### config.mk
export PLATFORM = sky130hd
export DESIGN_NAME = ref_switch
export DESIGN_NICKNAME = d
export VERILOG_FILES = /design/src/rtl/ref_switch_pkg.sv /design/src/rtl/ref_switch.sv
export SDC_FILE = /design/constraint.sdc
export NUM_CORES = 1
export LEC_CHECK = 0
export BUFFER_PORTS_ARGS = -buffer_cell sky130_fd_sc_hd__buf_4
export CORE_UTILIZATION = 55
export DETAILED_ROUTE_END_ITERATION = 8
export PLACE_DENSITY_LB_ADDON = 0.12
export SETUP_SLACK_MARGIN = 0.02
export SLEW_MARGIN = 10
export SYNTH_ARGS = -nofsm -noshare
export SYNTH_HDL_FRONTEND = slang
export SYNTH_SLANG_ARGS = --single-unit
### constraint.sdc
create_clock -name hclk -period 2.6 [get_ports hclk]
set_clock_uncertainty 0.15 [all_clocks]
set_input_delay 0.13 -clock hclk [delete_from_list [all_inputs] [get_ports hclk]]
set_output_delay 0.13 -clock hclk [all_outputs]
set_load 0.1 [all_outputs]
### src/rtl/ref_switch_pkg.sv
// Package: register map, field layout and encodings for reference switching
package ref_switch_pkg;

    // Register byte offsets
    localparam logic [7:0] CTRL_OFFSET    = 8'h00; // Mode, holdover, force
    localparam logic [7:0] INPUT_OFFSET   = 8'h04; // Enables, pre-dividers
    localparam logic [7:0] PIN_OFFSET     = 8'h08; // Select pin directions
    localparam logic [7:0] STATUS_OFFSET  = 8'h0C; // Active input, holdover

    // Control register fields
    localparam int MODE_LSB          = 0;  // 3-bit input_select_mode
    localparam int HOLD_EN_BIT       = 4;  // Holdover enable
    localparam int FORCE_HOLD_BIT    = 5;  // Holdover force
    localparam int LOSS_DIS_BIT      = 6;  // lock_loss_detect_disable
    localparam int LD_MUX_LSB        = 8;  // 2-bit lock status pin source

    // Input register fields
    localparam int INPUT_EN_LSB      = 0;  // 3-bit input_enable
    localparam int PREDIV_LSB        = 4;  // 3 x 2-bit pre-divider codes

    // Pin register fields (1 = pin is input)
    localparam int PIN0_DIR_BIT      = 0;
    localparam int PIN1_DIR_BIT      = 1;

    // Reset values
    localparam logic [31:0] CTRL_RESET  = 32'h0000_0000;
    localparam logic [31:0] INPUT_RESET = 32'h0000_0007;
    localparam logic [31:0] PIN_RESET   = 32'h0000_0000;

    // Input selection modes
    localparam logic [2:0] MODE_MAN0 = 3'h0;
    localparam logic [2:0] MODE_MAN1 = 3'h1;
    localparam logic [2:0] MODE_MAN2 = 3'h2;
    localparam logic [2:0] MODE_PIN  = 3'h3;
    localparam logic [2:0] MODE_AUTO = 3'h4;

    // Lock status pin sources
    localparam logic [1:0] LD_RAIL  = 2'h0;
    localparam logic [1:0] LD_LOOP1 = 2'h1;
    localparam logic [1:0] LD_BOTH  = 2'h2;
    localparam logic [1:0] LD_HOLD  = 2'h3;

    // AHB transfer type
    localparam logic [1:0] HTRANS_NONSEQ = 2'h2;

    // Holdover state machine, Gray along idle -> hold -> idle
    typedef enum logic [1:0] {
        ST_RUN  = 2'b00,
        ST_HOLD = 2'b01
    } hold_state_t;

    // Synchronised inputs travelling together
    typedef struct packed {
        logic pin1;
        logic pin0;
        logic lock1;
    } sync_bits_t;

endpackage

### src/rtl/ref_switch.sv
// Reference input switching logic with AHB-Lite register slave
// How it works
// - Modes 0..2 pin active reference fixed
// - Manual selection runs input despite enable
// - Manual holdover on lock loss unless disabled
// - Manual holdover exit judged on selected input
// - Mode 3 picks reference from select pins
// - Any input-direction select pin change raises switch event
// - Output-direction select pin reads as zero
// - Pins 00,01,10 pick input; 11 holdover
// - Pin mode runs selected input despite enable
// - Lock status pin routes rail or locks
// - No holdover: switch reference at once
// - Holdover: hold, then complete pin switch
// - Mode 4 steps to next enabled input
// - Automatic stepping skips disabled inputs
// - Automatic entry keeps reference if locked
// - Automatic: lock drop raises switch event
// - Lock must return before next lock event
// - Each input has pre-divider 1,2,4,8
// - Holdover exits on frequency match or disable
// - Force bit holds regardless of state
//
// The register addresses and the AHB-Lite slave port were chosen for this implementation.
`timescale 1ns/1ps
`default_nettype none

module ref_switch
(
    // Clock, reset and the freeze control
    input  wire logic        hclk,
    input  wire logic        hresetn,
    input  wire logic        clk_en,
    // AHB-Lite slave side, zero wait states
    input  wire logic        hsel,
    input  wire logic [31:0] haddr,
    input  wire logic [1:0]  htrans,
    input  wire logic        hwrite,
    input  wire logic [2:0]  hsize,
    input  wire logic [31:0] hwdata,
    input  wire logic        hready,
    output logic      [31:0] hrdata,
    output logic             hreadyout,
    output logic             hresp,
    // Far side: select pins and loop status, all levels
    input  wire logic        select_pin_0,
    input  wire logic        select_pin_1,
    input  wire logic        loop1_lock_detect,
    input  wire logic        loop2_lock_detect,
    input  wire logic        dac_rail,
    input  wire logic        freq_in_tolerance,
    // Selection results toward the input buffers and the loop
    output logic      [2:0]  buffer_run,
    output logic      [1:0]  active_ref,
    output logic             holdover,
    output logic      [5:0]  prediv_sel,
    output logic             lock_status_pin
);
    import ref_switch_pkg::*;

    // Overview
    // Three reference inputs feed the first loop; this block decides
    // which one is active and when the loop coasts in holdover.
    // Manual modes name the input directly. Pin mode follows two
    // select pins, each gated by its direction bit. Automatic mode
    // steps through the enabled inputs in order 0, 1, 2 whenever the
    // first loop loses lock, and needs lock back before stepping again.
    // Holdover is left when the tolerance flag reports a match on the
    // active input, or when the host clears the holdover enable.
    // Limitation: the tolerance comparison itself lives outside; this
    // block only trusts the flag it is given on this clock.
    // Trade-off: pin and lock edges cost three cycles of latency, in
    // return for exactly one event per level change.
    // Reset state: input 0 active, all buffers running, no holdover.
    // Every output is a flop or a constant, never a decode of inputs.

    // Register map, byte offsets
    //   0x00 control: mode 2:0, hold enable 4, force 5,
    //        lock-loss disable 6, lock pin source 9:8
    //   0x04 inputs: enables 2:0, pre-divider codes 9:4
    //   0x08 pins: direction of select pins 1:0, 1 = input
    //   0x0C status: active input 1:0, holdover 3, lock 4
    // Writes land one cycle after their address phase is taken.

    // Pre-divider code: 0=1, 1=2, 2=4, 3=8 per input
    // The loop reference divider stays put across a switch; the
    // per-input code absorbs the frequency difference instead.
    // Next enabled input after cur in order 0,1,2, wrapping
    // If no other input is enabled the current one is kept, so
    // a lone enabled input never leaves the loop without a source.
    function automatic logic [1:0] next_enabled(input logic [1:0] cur,
                                                input logic [2:0] en);
        logic [1:0] cand;
        logic [1:0] res;
        cand = cur;
        res  = cur;
        // Walk from the input after cur; first enabled one wins
        for (int i = 0; i < 3; i++) begin
            cand = (cand == 2'd2) ? 2'd0 : 2'(cand + 2'd1);
            if (en[cand] && res == cur) begin
                res = cand;
            end
        end
        return res;
    endfunction

    // Register storage
    // Only bits with a meaning are kept; the rest read back as zero
    logic [31:0] ctrl_reg, ctrl_next;     // Mode and holdover control
    logic [31:0] input_reg, input_next;   // Enables and pre-dividers
    logic [31:0] pin_reg, pin_next;       // Pin directions

    // Bus data-phase capture
    // Address phase is latched so a write can land a cycle later
    logic        wr_pend_reg, wr_pend_next;   // Write pending
    logic [7:0]  addr_reg, addr_next;         // Latched offset
    logic [31:0] rdata_reg, rdata_next;       // Read data

    // Synchronisers: first stage only feeds second
    // The third stage is history for edge detection; it reads the
    // settled second stage, never the possibly metastable first.
    sync_bits_t  s1_reg, s2_reg, s3_reg;      // Two stages plus history

    // Selection state
    // Reset picks input 0 with every buffer running, as mode 0 does
    logic [1:0]  active_reg, active_next;     // Active reference
    hold_state_t st_reg, st_next;             // Holdover state
    logic [2:0]  prev_mode_reg, prev_mode_next; // Mode last cycle
    logic        armed_reg, armed_next;       // Lock-loss event armed
    logic [2:0]  run_reg, run_next;           // Buffer runs
    logic        ld_reg, ld_next;             // Lock status pin

    // Decoded fields
    // Plain views of register bits and synchronised levels
    logic [2:0]  mode;
    logic        hold_en, force_hold, loss_dis;
    logic [1:0]  ld_mux;
    logic [2:0]  in_en;
    logic        pin0_v, pin1_v;
    logic        pin_chg, lock_fall, bus_go;

    // Field decode and edge detection from flops; bus_go straight from bus inputs
    always_comb begin
        mode       = ctrl_reg[MODE_LSB +: 3];
        hold_en    = ctrl_reg[HOLD_EN_BIT];
        force_hold = ctrl_reg[FORCE_HOLD_BIT];
        loss_dis   = ctrl_reg[LOSS_DIS_BIT];
        ld_mux     = ctrl_reg[LD_MUX_LSB +: 2];
        in_en      = input_reg[INPUT_EN_LSB +: 3];
        // Output-direction pins read as zero
        pin0_v     = s2_reg.pin0 & pin_reg[PIN0_DIR_BIT];
        pin1_v     = s2_reg.pin1 & pin_reg[PIN1_DIR_BIT];
        // Edges judged on synchronised stages only
        pin_chg    = (pin0_v != (s3_reg.pin0 & pin_reg[PIN0_DIR_BIT]))
                   | (pin1_v != (s3_reg.pin1 & pin_reg[PIN1_DIR_BIT]));
        // Only a high-to-low step of the settled lock counts
        lock_fall  = s3_reg.lock1 & ~s2_reg.lock1;
        // NONSEQ or SEQ taken; IDLE and BUSY are ignored
        bus_go     = hsel & hready & htrans[1];
    end

    // Two-flop synchronisers for pins and lock detect
    // Pins and lock arrive from outside this clock; two flops keep
    // a late edge from splitting into two events downstream.
    always_ff @(posedge hclk or negedge hresetn) begin
        if (!hresetn) begin
            s1_reg <= '0;
            s2_reg <= '0;
            s3_reg <= '0;
        end else if (clk_en) begin
            s1_reg <= '{pin1: select_pin_1, pin0: select_pin_0,
                        lock1: loop1_lock_detect};
            s2_reg <= s1_reg;
            s3_reg <= s2_reg;
        end
    end

    // Bus slave next state: zero wait, writes land in data phase
    // A read taken in the data phase of a write to the same register
    // sees the value being written, so back-to-back pairs agree.
    // Unmapped offsets read zero and swallow writes; size is not
    // decoded, every access is treated as a whole word.
    always_comb begin
        wr_pend_next = bus_go & hwrite;
        addr_next    = bus_go ? haddr[7:0] : addr_reg;
        ctrl_next    = ctrl_reg;
        input_next   = input_reg;
        pin_next     = pin_reg;
        rdata_next   = rdata_reg;
        // Data phase of a write: hwdata stands now
        if (wr_pend_reg) begin
            case (addr_reg)
                CTRL_OFFSET:  ctrl_next  = hwdata & 32'h0000_0377;
                INPUT_OFFSET: input_next = hwdata & 32'h0000_03F7;
                PIN_OFFSET:   pin_next   = hwdata & 32'h0000_0003;
                default:      ctrl_next  = ctrl_reg;
            endcase
        end
        // Address phase of a read: data stands in the next cycle
        if (bus_go && !hwrite) begin
            case (haddr[7:0])
                CTRL_OFFSET:   rdata_next = ctrl_next;
                INPUT_OFFSET:  rdata_next = input_next;
                PIN_OFFSET:    rdata_next = pin_next;
                // Status: lock bit 4, holdover bit 3, active input 1:0
                STATUS_OFFSET: rdata_next = {27'h0, s2_reg.lock1,
                                   st_reg == ST_HOLD, 1'b0, active_reg};
                default:       rdata_next = 32'h0000_0000;
            endcase
        end
    end

    // Bus slave registers
    // Register reset values come from the package constants
    always_ff @(posedge hclk or negedge hresetn) begin
        if (!hresetn) begin
            wr_pend_reg <= 1'b0;
            addr_reg    <= 8'h00;
            rdata_reg   <= 32'h0000_0000;
            ctrl_reg    <= CTRL_RESET;
            input_reg   <= INPUT_RESET;
            pin_reg     <= PIN_RESET;
        end else if (clk_en) begin
            wr_pend_reg <= wr_pend_next;
            addr_reg    <= addr_next;
            rdata_reg   <= rdata_next;
            ctrl_reg    <= ctrl_next;
            input_reg   <= input_next;
            pin_reg     <= pin_next;
        end
    end

    // Selection and holdover next state
    // Each mode first works out its next input and any holdover entry; the
    // holdover exit and the force bit are applied last so they win.
    always_comb begin
        logic       sw_evt;
        logic [1:0] target;
        logic       pin_hold;
        sw_evt         = 1'b0;
        target         = active_reg;
        pin_hold       = 1'b0;
        active_next    = active_reg;
        st_next        = st_reg;
        prev_mode_next = mode;
        armed_next     = armed_reg;
        run_next       = in_en;
        // Re-arm once lock returns
        if (s2_reg.lock1) begin
            armed_next = 1'b1;
        end
        case (mode)
            // Manual: the mode value is the input, no automatic switch
            MODE_MAN0, MODE_MAN1, MODE_MAN2: begin
                active_next = mode[1:0];
                // Holdover exit judged on this input
                run_next[mode[1:0]] = 1'b1;
                if (hold_en && lock_fall && !loss_dis) begin
                    st_next = ST_HOLD;
                end
            end
            // Pin select: the direction-gated pins name the input
            MODE_PIN: begin
                pin_hold = pin1_v & pin0_v;
                target   = {pin1_v, pin0_v & ~pin1_v};
                // Target codes 00->0, 01->1, 10->2; 11 is pin_hold
                if (!pin_hold) begin
                    run_next[target] = 1'b1;
                end
                // Lock loss only counts when host left it on
                sw_evt = pin_chg | (lock_fall & ~loss_dis);
                // Entering pin mode acts as a switch to the pin choice
                if (prev_mode_reg != MODE_PIN) begin
                    sw_evt = 1'b1;
                end
                if (pin_hold) begin
                    st_next = ST_HOLD;
                end else if (sw_evt && hold_en) begin
                    st_next = ST_HOLD;
                end else if (sw_evt || st_reg == ST_RUN) begin
                    active_next = target;
                end
            end
            // Automatic: step through enabled inputs on lock loss
            MODE_AUTO: begin
                // Entry keeps current input while locked
                // Unlocked entry steps at once, not waiting for a fall
                if (prev_mode_reg != MODE_AUTO && !s2_reg.lock1) begin
                    sw_evt = 1'b1;
                end
                // One event per loss; armed again once lock is back
                if (lock_fall && !loss_dis && armed_reg) begin
                    sw_evt     = 1'b1;
                    armed_next = 1'b0;
                end
                if (sw_evt) begin
                    active_next = next_enabled(active_reg, in_en);
                    if (hold_en) begin
                        st_next = ST_HOLD;
                    end
                end
            end
            // Reserved modes freeze the selection
            default: begin
                active_next = active_reg;
            end
        endcase
        // Holdover exit: match on active input or disable
        // The tolerance flag is judged on the active input, which in
        // pin mode is still the old one until this exit completes.
        // Pins at 11 keep the device in holdover whatever the flag.
        if (st_reg == ST_HOLD && !pin_hold &&
                (!hold_en || freq_in_tolerance)) begin
            st_next = ST_RUN;
            if (mode == MODE_PIN) begin
                active_next = target;
            end
        end
        // Force overrides every exit path
        if (force_hold) begin
            st_next = ST_HOLD;
        end
    end

    // Lock status pin source
    // Registered so the pin never glitches while the source changes.
    // Second loop lock is already on this clock and is used directly;
    // the holdover choice mirrors the state flop.
    always_comb begin
        case (ld_mux)
            LD_RAIL:  ld_next = dac_rail;
            LD_LOOP1: ld_next = s2_reg.lock1;
            LD_BOTH:  ld_next = s2_reg.lock1 & loop2_lock_detect;
            LD_HOLD:  ld_next = (st_reg == ST_HOLD);
            default:  ld_next = 1'b0;
        endcase
    end

    // Selection registers
    // Reset leaves input 0 active with all buffers running;
    // clk_en low holds every flop, the bus ones included
    always_ff @(posedge hclk or negedge hresetn) begin
        if (!hresetn) begin
            active_reg    <= 2'h0;
            st_reg        <= ST_RUN;
            prev_mode_reg <= MODE_MAN0;
            armed_reg     <= 1'b0;
            run_reg       <= 3'h7;
            ld_reg        <= 1'b0;
        end else if (clk_en) begin
            active_reg    <= active_next;
            st_reg        <= st_next;
            prev_mode_reg <= prev_mode_next;
            armed_reg     <= armed_next;
            run_reg       <= run_next;
            ld_reg        <= ld_next;
        end
    end

    // Outputs straight from flops; response always OKAY
    // No wait states and no error response: every access completes
    // in one data phase, unmapped ones included.
    assign hrdata          = rdata_reg;
    assign hreadyout       = 1'b1;
    assign hresp           = 1'b0;
    assign buffer_run      = run_reg;
    assign active_ref      = active_reg;
    assign holdover        = (st_reg == ST_HOLD);
    assign prediv_sel      = input_reg[PREDIV_LSB +: 6];
    assign lock_status_pin = ld_reg;

endmodule

`default_nettype wire

======== After elaboration in Yosys (flattened, before gate mapping) ========
Index checks and enable logic that the tools add are counted.
W data, S select, Z words.
operators by class
  bitwise operators ....................... 19
  add/sub/neg operators ................... 3
  reduce and logical (&&, ||, !) cells .... 30
  mux-type cells .......................... 54
  magnitude comparators ................... 7
  equality and inequality tests ........... 26
operator list
  operator               number
  $mux W32               6
  $pmux W32 S4           1
  $mux W2                23
  $eq A8 B4 Y1 const B   3
  $eq A8 B3 Y1 const B   2
  $logic_not A8 Y1       2
  $lt A2 B3 Y1 const B   5
  $mux W1                14
  $logic_and A1 B1 Y1    13
  $and A1 B1 Y1          12
  $ne A4 B4 Y1 const B   3
  $pmux W2 S3            2
  $eq A2 B2 Y1 const B   5
  $add A2 B1 Y2 const B  3
  $bmux W1 S2            3
  $eq A3 B2 Y1 const B   2
  $or A3 B3 Y3           2
  $pmux W3 S2            1
  $reduce_and A6 Y1      1
  $logic_not A1 Y1       5
  $ne A5 B5 Y1 const B   1
  $reduce_bool A5 Y1     1
  $demux W1 S2           2
  $eq A2 B1 Y1 const B   2
  other kinds (16)       25
storage, ports and cells
  input bits .............................. 81
  register bits after elaboration ......... 158
  output and inout port bits .............. 47
  word-level logic and storage cells ...... 160

======== Longest topological paths before layout ========
Gate-level depths: netlist of run 1.
  word-level depth ........................ 20
  mapped depth ............................ 7
  depth with buffers taken out ............ 6

======== Least setup slack after synthesis of run 1 ========
OpenSTA, ideal clock, no wires.
  path kind ............................... register to register
  start point ............................. reg st_reg[0]
  end point ............................... reg active_reg[1] (netlist: active_ref[1])
  data arrival time ....................... 1.973 ns
  path buffers ............................ 0
  data required time ...................... 2.322 ns
  cell stages (with the launch flop) ...... 7
  setup slack ............................. 0.350 ns
  cell sequence ........................... dfrtp_1 -> inv_1 -> nor3_1 -> nand2_1 -> nand3_1 -> a2bb2oi_1 -> nand3_1
between the ends
  longest elaborated chain between the ends .. 8
ends and longest elaborated chain
  item                      line               source
  start: declaration        ref_switch.sv:127  hold_state_t st_reg, st_next;
  start signal: assignment  ref_switch.sv:352  st_reg <= st_next;
  $logic_not A2 Y1          ref_switch.sv:280  end else if (sw_evt || st_reg == ST_RUN) begin
  $logic_or A1 B1 Y1        ref_switch.sv:280
  $mux W2                   ref_switch.sv:280
  $mux W2                   ref_switch.sv:278  end else if (sw_evt && hold_en) begin
  $mux W2                   ref_switch.sv:276  if (pin_hold) begin
  $pmux W2 S3               ref_switch.sv:252  case (mode)
  $mux W2                   ref_switch.sv:315  if (mode == MODE_PIN) begin
  $mux W2 (*)               ref_switch.sv:312  if (st_reg == ST_HOLD && !pin_hold &&
  end signal: assignment    ref_switch.sv:351  active_reg <= active_next;
  end: declaration          ref_switch.sv:126  logic [1:0] active_reg, active_next;
Mark *: on every way between the ends. The rest lies on a longest branch, timed or not.
A chain may end at the register's enable or synchronous reset.

======== Worst setup path in the final report of run 1 ========
  start point ............................. reg addr_reg[4]
  end point ............................... reg ctrl_reg[8]
between the ends
  longest elaborated chain between the ends .. 3
ends and longest elaborated chain
  item                      line               source
  start: declaration        ref_switch.sv:116  logic [7:0] addr_reg, addr_next;
  start signal: assignment  ref_switch.sv:225  addr_reg <= addr_next;
  $logic_not A8 Y1          ref_switch.sv:192  case (addr_reg)
  $mux W32                  ref_switch.sv:192
  $mux W32                  ref_switch.sv:191  if (wr_pend_reg) begin
  end signal: assignment    ref_switch.sv:227  ctrl_reg <= ctrl_next;
  end: declaration          ref_switch.sv:109  logic [31:0] ctrl_reg, ctrl_next;
No other way between the ends.

==> results of run 1 <==
[worst max-delay path, stage by stage, from the launching register on]
cell and delay [ns]:
dfrtp_1 0.40, or4b_4 0.59, nor4_4 0.35, buf_4 0.24
nand2_4 0.23, mux2_2 0.37
[logic make-up after synthesis]
kind of cell | Yosys count
simple gates | 230
flops | 157
compound gates | 112
buf+inv | 53
mux | 52
xor+xnor | 2
other cells | 2
[synth_stat cells (all sizes together) (3+ instances only)]
library cell / instances / area [µm²]
a22oi: 21 / 158
nand4b: 3 / 26.3
inv: 10 / 37.5
mux2: 38 / 428
nor4: 3 / 55.1
dfrtp: 151 / 3780
nand4: 5 / 31.3
a211oi: 5 / 37.5
nand3: 8 / 40.0
a21oi: 21 / 105
a222oi: 3 / 30.0
nor3: 6 / 30.0
mux2i: 13 / 130
clkbuf: 23 / 86.3
dfstp: 6 / 158
buf: 20 / 131
a31oi: 23 / 144
o21ai: 15 / 75.1
nand2: 54 / 210
and2: 78 / 488
nor2: 54 / 205
[per-stage QoR]
step	power [mW]	hold slack, ns	worst slack (ns)
3_3_place_gp	4.48	-0.0221	0.0790
2_1_floorplan	4.08	-0.316	0.350
3_5_place_dp	4.51	-0.0195	0.0148
5_1_grt	7.54	0.0927	0.0246
6_report	7.29	0.0892	0.147
4_1_cts	7.35	0.0842	0.0267
[power by group through the flow]
stage / clock [mW] / sequential (mW) / combinational [mW]
6_report: 2.81 / 2.81 / 1.67
3_3_place_gp: 0 / 2.84 / 1.63
2_1_floorplan: 0 / 3.74 / 0.348
5_1_grt: 2.96 / 2.84 / 1.75
4_1_cts: 2.86 / 2.81 / 1.68
3_5_place_dp: 0 / 2.85 / 1.65
[metal layers]
metal | GRT usage [%] | vias up | part of all wire (%)
met5 | 0 | - | 0
met3 | 5.57 | 16 | 5.1
li1 | - | 2315 | -
met2 | 38.6 | 146 | 48
met1 | 35.6 | 2487 | 46
met4 | 8.51 | 0 | 1.1
[how the worst min path moves through the flow]
stage | end | slack (ns) | cells after the start
floorplan | active_ref[0]$_DFFE_PN0P_ | -0.32 | 0
CTS | lock_status_pin$_DFFE_PN0P_ | 0.08 | 3
global placement | input_reg[5]$_DFFE_PN0P_ | -0.02 | 1
detailed placement | hrdata[8]$_DFFE_PN0P_ | -0.02 | 1
finish | hrdata[8]$_DFFE_PN0P_ | 0.09 | 2
global route | lock_status_pin$_DFFE_PN0P_ | 0.09 | 3
[layout make-up]
cell class	count	area [µm²]	share of cell area, %
clock buffer	18	439	5.20
tap	147	184	2.18
clock inverter	14	241	2.86
timing repair buffer	121	995	11.8
multi-input combinational	398	2610	30.9
inverter	10	37.5	0.445
sequential	157	3940	46.6
[what timing repair did]
item | CTS | global route
setup endpoints to repair | 0 | 23
hold endpoints to repair | 143 | 0
gates resized for setup | 0 | 2
hold buffers | 23 | 0
==> metrics.txt, run 1 <==
status=finished, final reports clean; HP Class=in -> async; setup tns final=0 ns; #FFs+latches synth=157; initial antenna violation count=0; Post-DP HPWL=9670 µm; Int Pwr=4.87 mW; mux share of post-synthesis cell area=8.56%; synthesis-to-finish area growth=24.4%; simple-gate share of the synthesized area=18.2%; compound-cell area share of the yosys netlist=11.1%; die height=113 µm; most common cell after layout, fill and taps aside=dfrtp_1; Net count, final=786; max-slew violation count=0; first-pass GRT wire length=24,500 µm; boundary pin count=128; largest family of logic cells by synthesized area=simple AND/OR/NAND/NOR gates; post-route cell area=8440 µm²; Netlist cell types=63; placed cells=810; clock latency on the worst-skew pair=0.42 ns; CP endpoint kind=flop; fraction of registers with async set/reset=100%; Post-synth EDFFs=0; cells on worst reg2reg path=5; clock buffer depth=2; drt wl/cell=17.2 µm; Routed WL=14,900 µm; vias in the first global route=4,782; slew margin rel.=53.3%; Post-synth top flop=dfrtp_1; CTS root buf=clkbuf_16; Syn Nets=689; H-tree depth=4; leakage=3.80 nW; initial DRC count=321; clock power share=38.5%; Synth Area in XOR/XNOR=0.258%; number of diodes=0; Final setup viols=0; Ys Warns=0; Total GRT Usage=25.1%; Reg2Reg Setup Slack=0.15 ns; Sink Count=157; pwr dens=864 nW/µm²; Core ar.=12,000 µm²; MaxCap Viol Count=0; RR Endpoint=ctrl_reg[8]$_DFFE_PN0P_; Combinational Power Share=22.9%; sequential share of power=38.6%; Syn Area/Cell=11.2 µm²; maximum VDD drop=641 µV; row count=40; Req. time, crit path=2.75 ns; Worst Setup SP=addr_reg[4]$_DFFE_PN0P_; sequential share of the synthesized area=58.0%; most frequent cells in the layout=dfrtp_1, buf_4, and2_1, nand2_1, nor2_1; via count=4,964; die area=12,800 µm²; largest net degree at the start of global routing=60; CP Class=reg -> reg; Post-CTS Setup Inserts=0; Initial Util=56.5%; RD Place Congestion=0.924; Reg clk slew, reported paths=0.06 ns; post-layout min period=2.45 ns; CTS Buf Count=17; unrepaired setup endpoints after global routing=false; startpoint class of the critical path=flop; Routed Antenna Nets=0; Critical Path Fanout Max=32; adder-cell share of the synthesized area=0%; Layout fillers=879; Post-DP Area=7520 µm²; Die W=113 µm; worst setup path endpoint=ctrl_reg[8]$_DFFE_PN0P_; RR Startpoint=addr_reg[4]$_DFFE_PN0P_; critical path arrival=2.61 ns; Slew @ Worst Pin=0.700 ns; via density per instance=5.74; Post-Syn Area=6780 µm²; switching power=2.42 mW; Final period util=94.3%; final hold vios=0; 1st-pass router iterations=6; total grt overflow=0; CTS tree=yes; Achievable Freq=408 MHz; share of cells above drive strength 1=25.8%; post-synthesis cell count=608; Net Sw Frac=33.2%; PortBufs=74; post-layout util=70.3%; DRC=0; post-route non-filler standard cell count=865
No activity file was read; power rests on OpenSTA's default activity.
==> inputs of run 2 (changes only) <==
CORE_ASPECT_RATIO = 1.5   (was unset)
==> metrics.txt, run 2 (same netlist as run 1, synthesis figures left out) <==
status=finished, final reports clean; Combinational Power Share=24.5% (+1.6 points); min-delay src=dac_rail; Routed Antenna Nets=0 (unchanged); Max stage delay on crit path=0.59 ns (about the same); PortBufs=74 (unchanged); Req. time, crit path=2.73 ns (-0.02 ns); boundary pin count=128 (unchanged); CP Class=reg -> reg; die height=138 µm (+22%); number of diodes=0 (unchanged); Int Pwr=4.51 mW (-7.3%); first-pass GRT wire length=27,400 µm (+12%); most common cell after layout, fill and taps aside=dfrtp_1; pwr dens=833 nW/µm² (-3.6%); Reg clk slew, reported paths=0.07 ns (about the same); largest net degree at the start of global routing=68 (+13%); Final period util=94.0% (-0.35 points); critical path arrival=2.58 ns (-0.03 ns); Core ar.=12,000 µm² (about the same); hold path endpoint=lock_status_pin$_DFFE_PN0P_; area of the multi-input gates=2610 µm² (about the same); via density per instance=5.77 (+0.49%); post-layout util=70.0% (-0.32 points); Sink Count=157 (unchanged); switching power=2.49 mW (+2.7%); RR Endpoint=hrdata[6]$_DFFE_PN0P_; most frequent cells in the layout=dfrtp_1, buf_4, and2_1, nand2_1, nor2_1; initial antenna violation count=0 (unchanged); post-layout min period=2.44 ns (-0.00906 ns); Net Sw Frac=35.5% (+2.3 points); Pwr Total=7.00 mW (-4.0%); setup tns final=0 ns (unchanged); clock power share=35.4% (-3.1 points); max-slew violation count=0 (unchanged); clock latency on the worst-skew pair=0.41 ns (about the same); Initial Util=56.5% (about the same); via count=5,046 (+1.7%); Worst path top cell family by delay=simple AND/OR/NAND/NOR gates; row count=49 (+23%); Hold Path Depth=3; CP max stage cell=or4b_4; Total GRT Usage=27.7% (+2.6 points); Net count, final=790 (+0.51%); RD Place Congestion=0.912 (-1.3%); startpoint class of the critical path=flop; unrepaired setup endpoints after global routing=false; drt wl/cell=18.6 µm (+8.6%); CTS root buf=clkbuf_16; total grt overflow=0 (unchanged); HP Class=in -> reg; die area=12,800 µm² (about the same); DRC=0 (unchanged); 1st-pass router iterations=6 (unchanged); leakage=3.78 nW (-0.42%); Layout fillers=908 (+3.3%); RR Startpoint=addr_reg[4]$_DFFE_PN0P_; CTS Buf Count=17 (unchanged); synthesis-to-finish area growth=23.9%; CP endpoint kind=flop; maximum VDD drop=590 µV (-8.1%); Post-DP HPWL=10,600 µm (+9.5%); vias in the first global route=5,376 (+12%); share of cells above drive strength 1=25.9% (+0.13 points); Routed WL=16,300 µm (+9.8%); Final setup viols=0 (unchanged); Reg2Reg Setup Slack=0.16 ns (about the same); Achievable Freq=409 MHz (+0.37%); Cell Chain, Critical Path=or4b_4 > nor4_4 > buf_12 > mux2i_1 > nor2_1 > a211oi_1 > a21oi_1; register cell area after layout=3940 µm² (unchanged); cells on worst reg2reg path=7 (+2); clock buffer depth=2 (unchanged); Die W=92.7 µm (-18%); Slew @ Worst Pin=0.920 ns (+0.220 ns); Critical Path Fanout Max=10 (-69%); H-tree depth=4 (unchanged); initial DRC count=215 (-33%); sequential share of power=40.1% (+1.5 points); CTS tree=yes; MaxCap Viol Count=0 (unchanged); final hold vios=0 (unchanged); slew margin rel.=38.4% (-15 points); critical path buffer and inverter count=1 (unchanged)
==> run 2: cell count changes in the layout (fill, tap and decap cells not counted), sizes merged <==
| cell | change |
|---|---|
| buf | +4 |
| bufinv | -4 |
| clkbuf | +1 |
| clkinvlp | -1 |
| inv | +4 |
==> run 2: metrics by stage <==
step	setup WS (ns)	std cells	instance area, µm²	hold slack, ns
final	0.156	875	8410	0.0312
after global routing	0.0401	875	8410	0.0414
after CTS	0.0742	875	8400	0.0208
after detailed placement	0.0195	820	7570	0.0222
after global placement	0.0452	820	7570	0.0141
after floorplan	0.350	608	6780	-0.316
==> run 2: area by class of cell <==
class / count / area share [%]
clock inverters: 13 / 1.85
inverters: 10 / 0.447
clock buffers: 19 / 5.27
repair buffers: 125 / 12.3
multi-input cells: 398 / 31.0
well taps: 153 / 2.28
flip-flops and latches: 157 / 46.8
==> run 2: worst register-to-register path: stages (launching register included) <==
cell      delay (ns)
dfrtp_1         0.41
or4b_4          0.59
nor4_4          0.35
buf_12          0.20
mux2i_1         0.22
nor2_1          0.06
a211oi_1        0.24
a21oi_1         0.10
==> run 2: per-layer routing <==
layer  part of all wire [%]  global-route usage (%)  up-vias  wire (µm)
li1                       -                       -     2328          -
met1                     39                    32.3     2547       6390
met2                     55                    49.1      132       8900
met3                    3.6                    5.39       39        585
met4                    2.7                    11.8        0        444
met5                      0                       0        -          0
==> run 2: worst max path at each step <==
stage / startpoint / end / slack (ns) / cells past startpoint
CTS: haddr[7] / hrdata[13]$_DFFE_PN0P_ / 0.07 / 8
global placement: haddr[1] / hrdata[13]$_DFFE_PN0P_ / 0.05 / 7
floorplan: st_reg[0]$_DFFE_PN0P_ / active_ref[1]$_DFFE_PN0P_ / 0.35 / 6
global route: haddr[7] / hrdata[26]$_DFFE_PN0P_ / 0.04 / 9
detailed placement: haddr[1] / hrdata[13]$_DFFE_PN0P_ / 0.02 / 7
finish: addr_reg[4]$_DFFE_PN0P_ / hrdata[6]$_DFFE_PN0P_ / 0.16 / 7
==> run 2: power groups by stage <==
stage	sequential, mW	clock, mW	combinational, mW
global route	2.84	2.63	1.79
CTS	2.81	2.52	1.72
finish	2.81	2.48	1.71
global placement	2.84	0	1.66
floorplan	3.74	0	0.348
detailed placement	2.85	0	1.69
==> run 2: repair_timing <==
action / CTS / global route
buffers inserted: 0 / 0
endpoints found under the hold margin: 100 / 0
hold buffers: 23 / 0
endpoints found under the setup margin: 0 / 10
gates resized for setup: 0 / 1
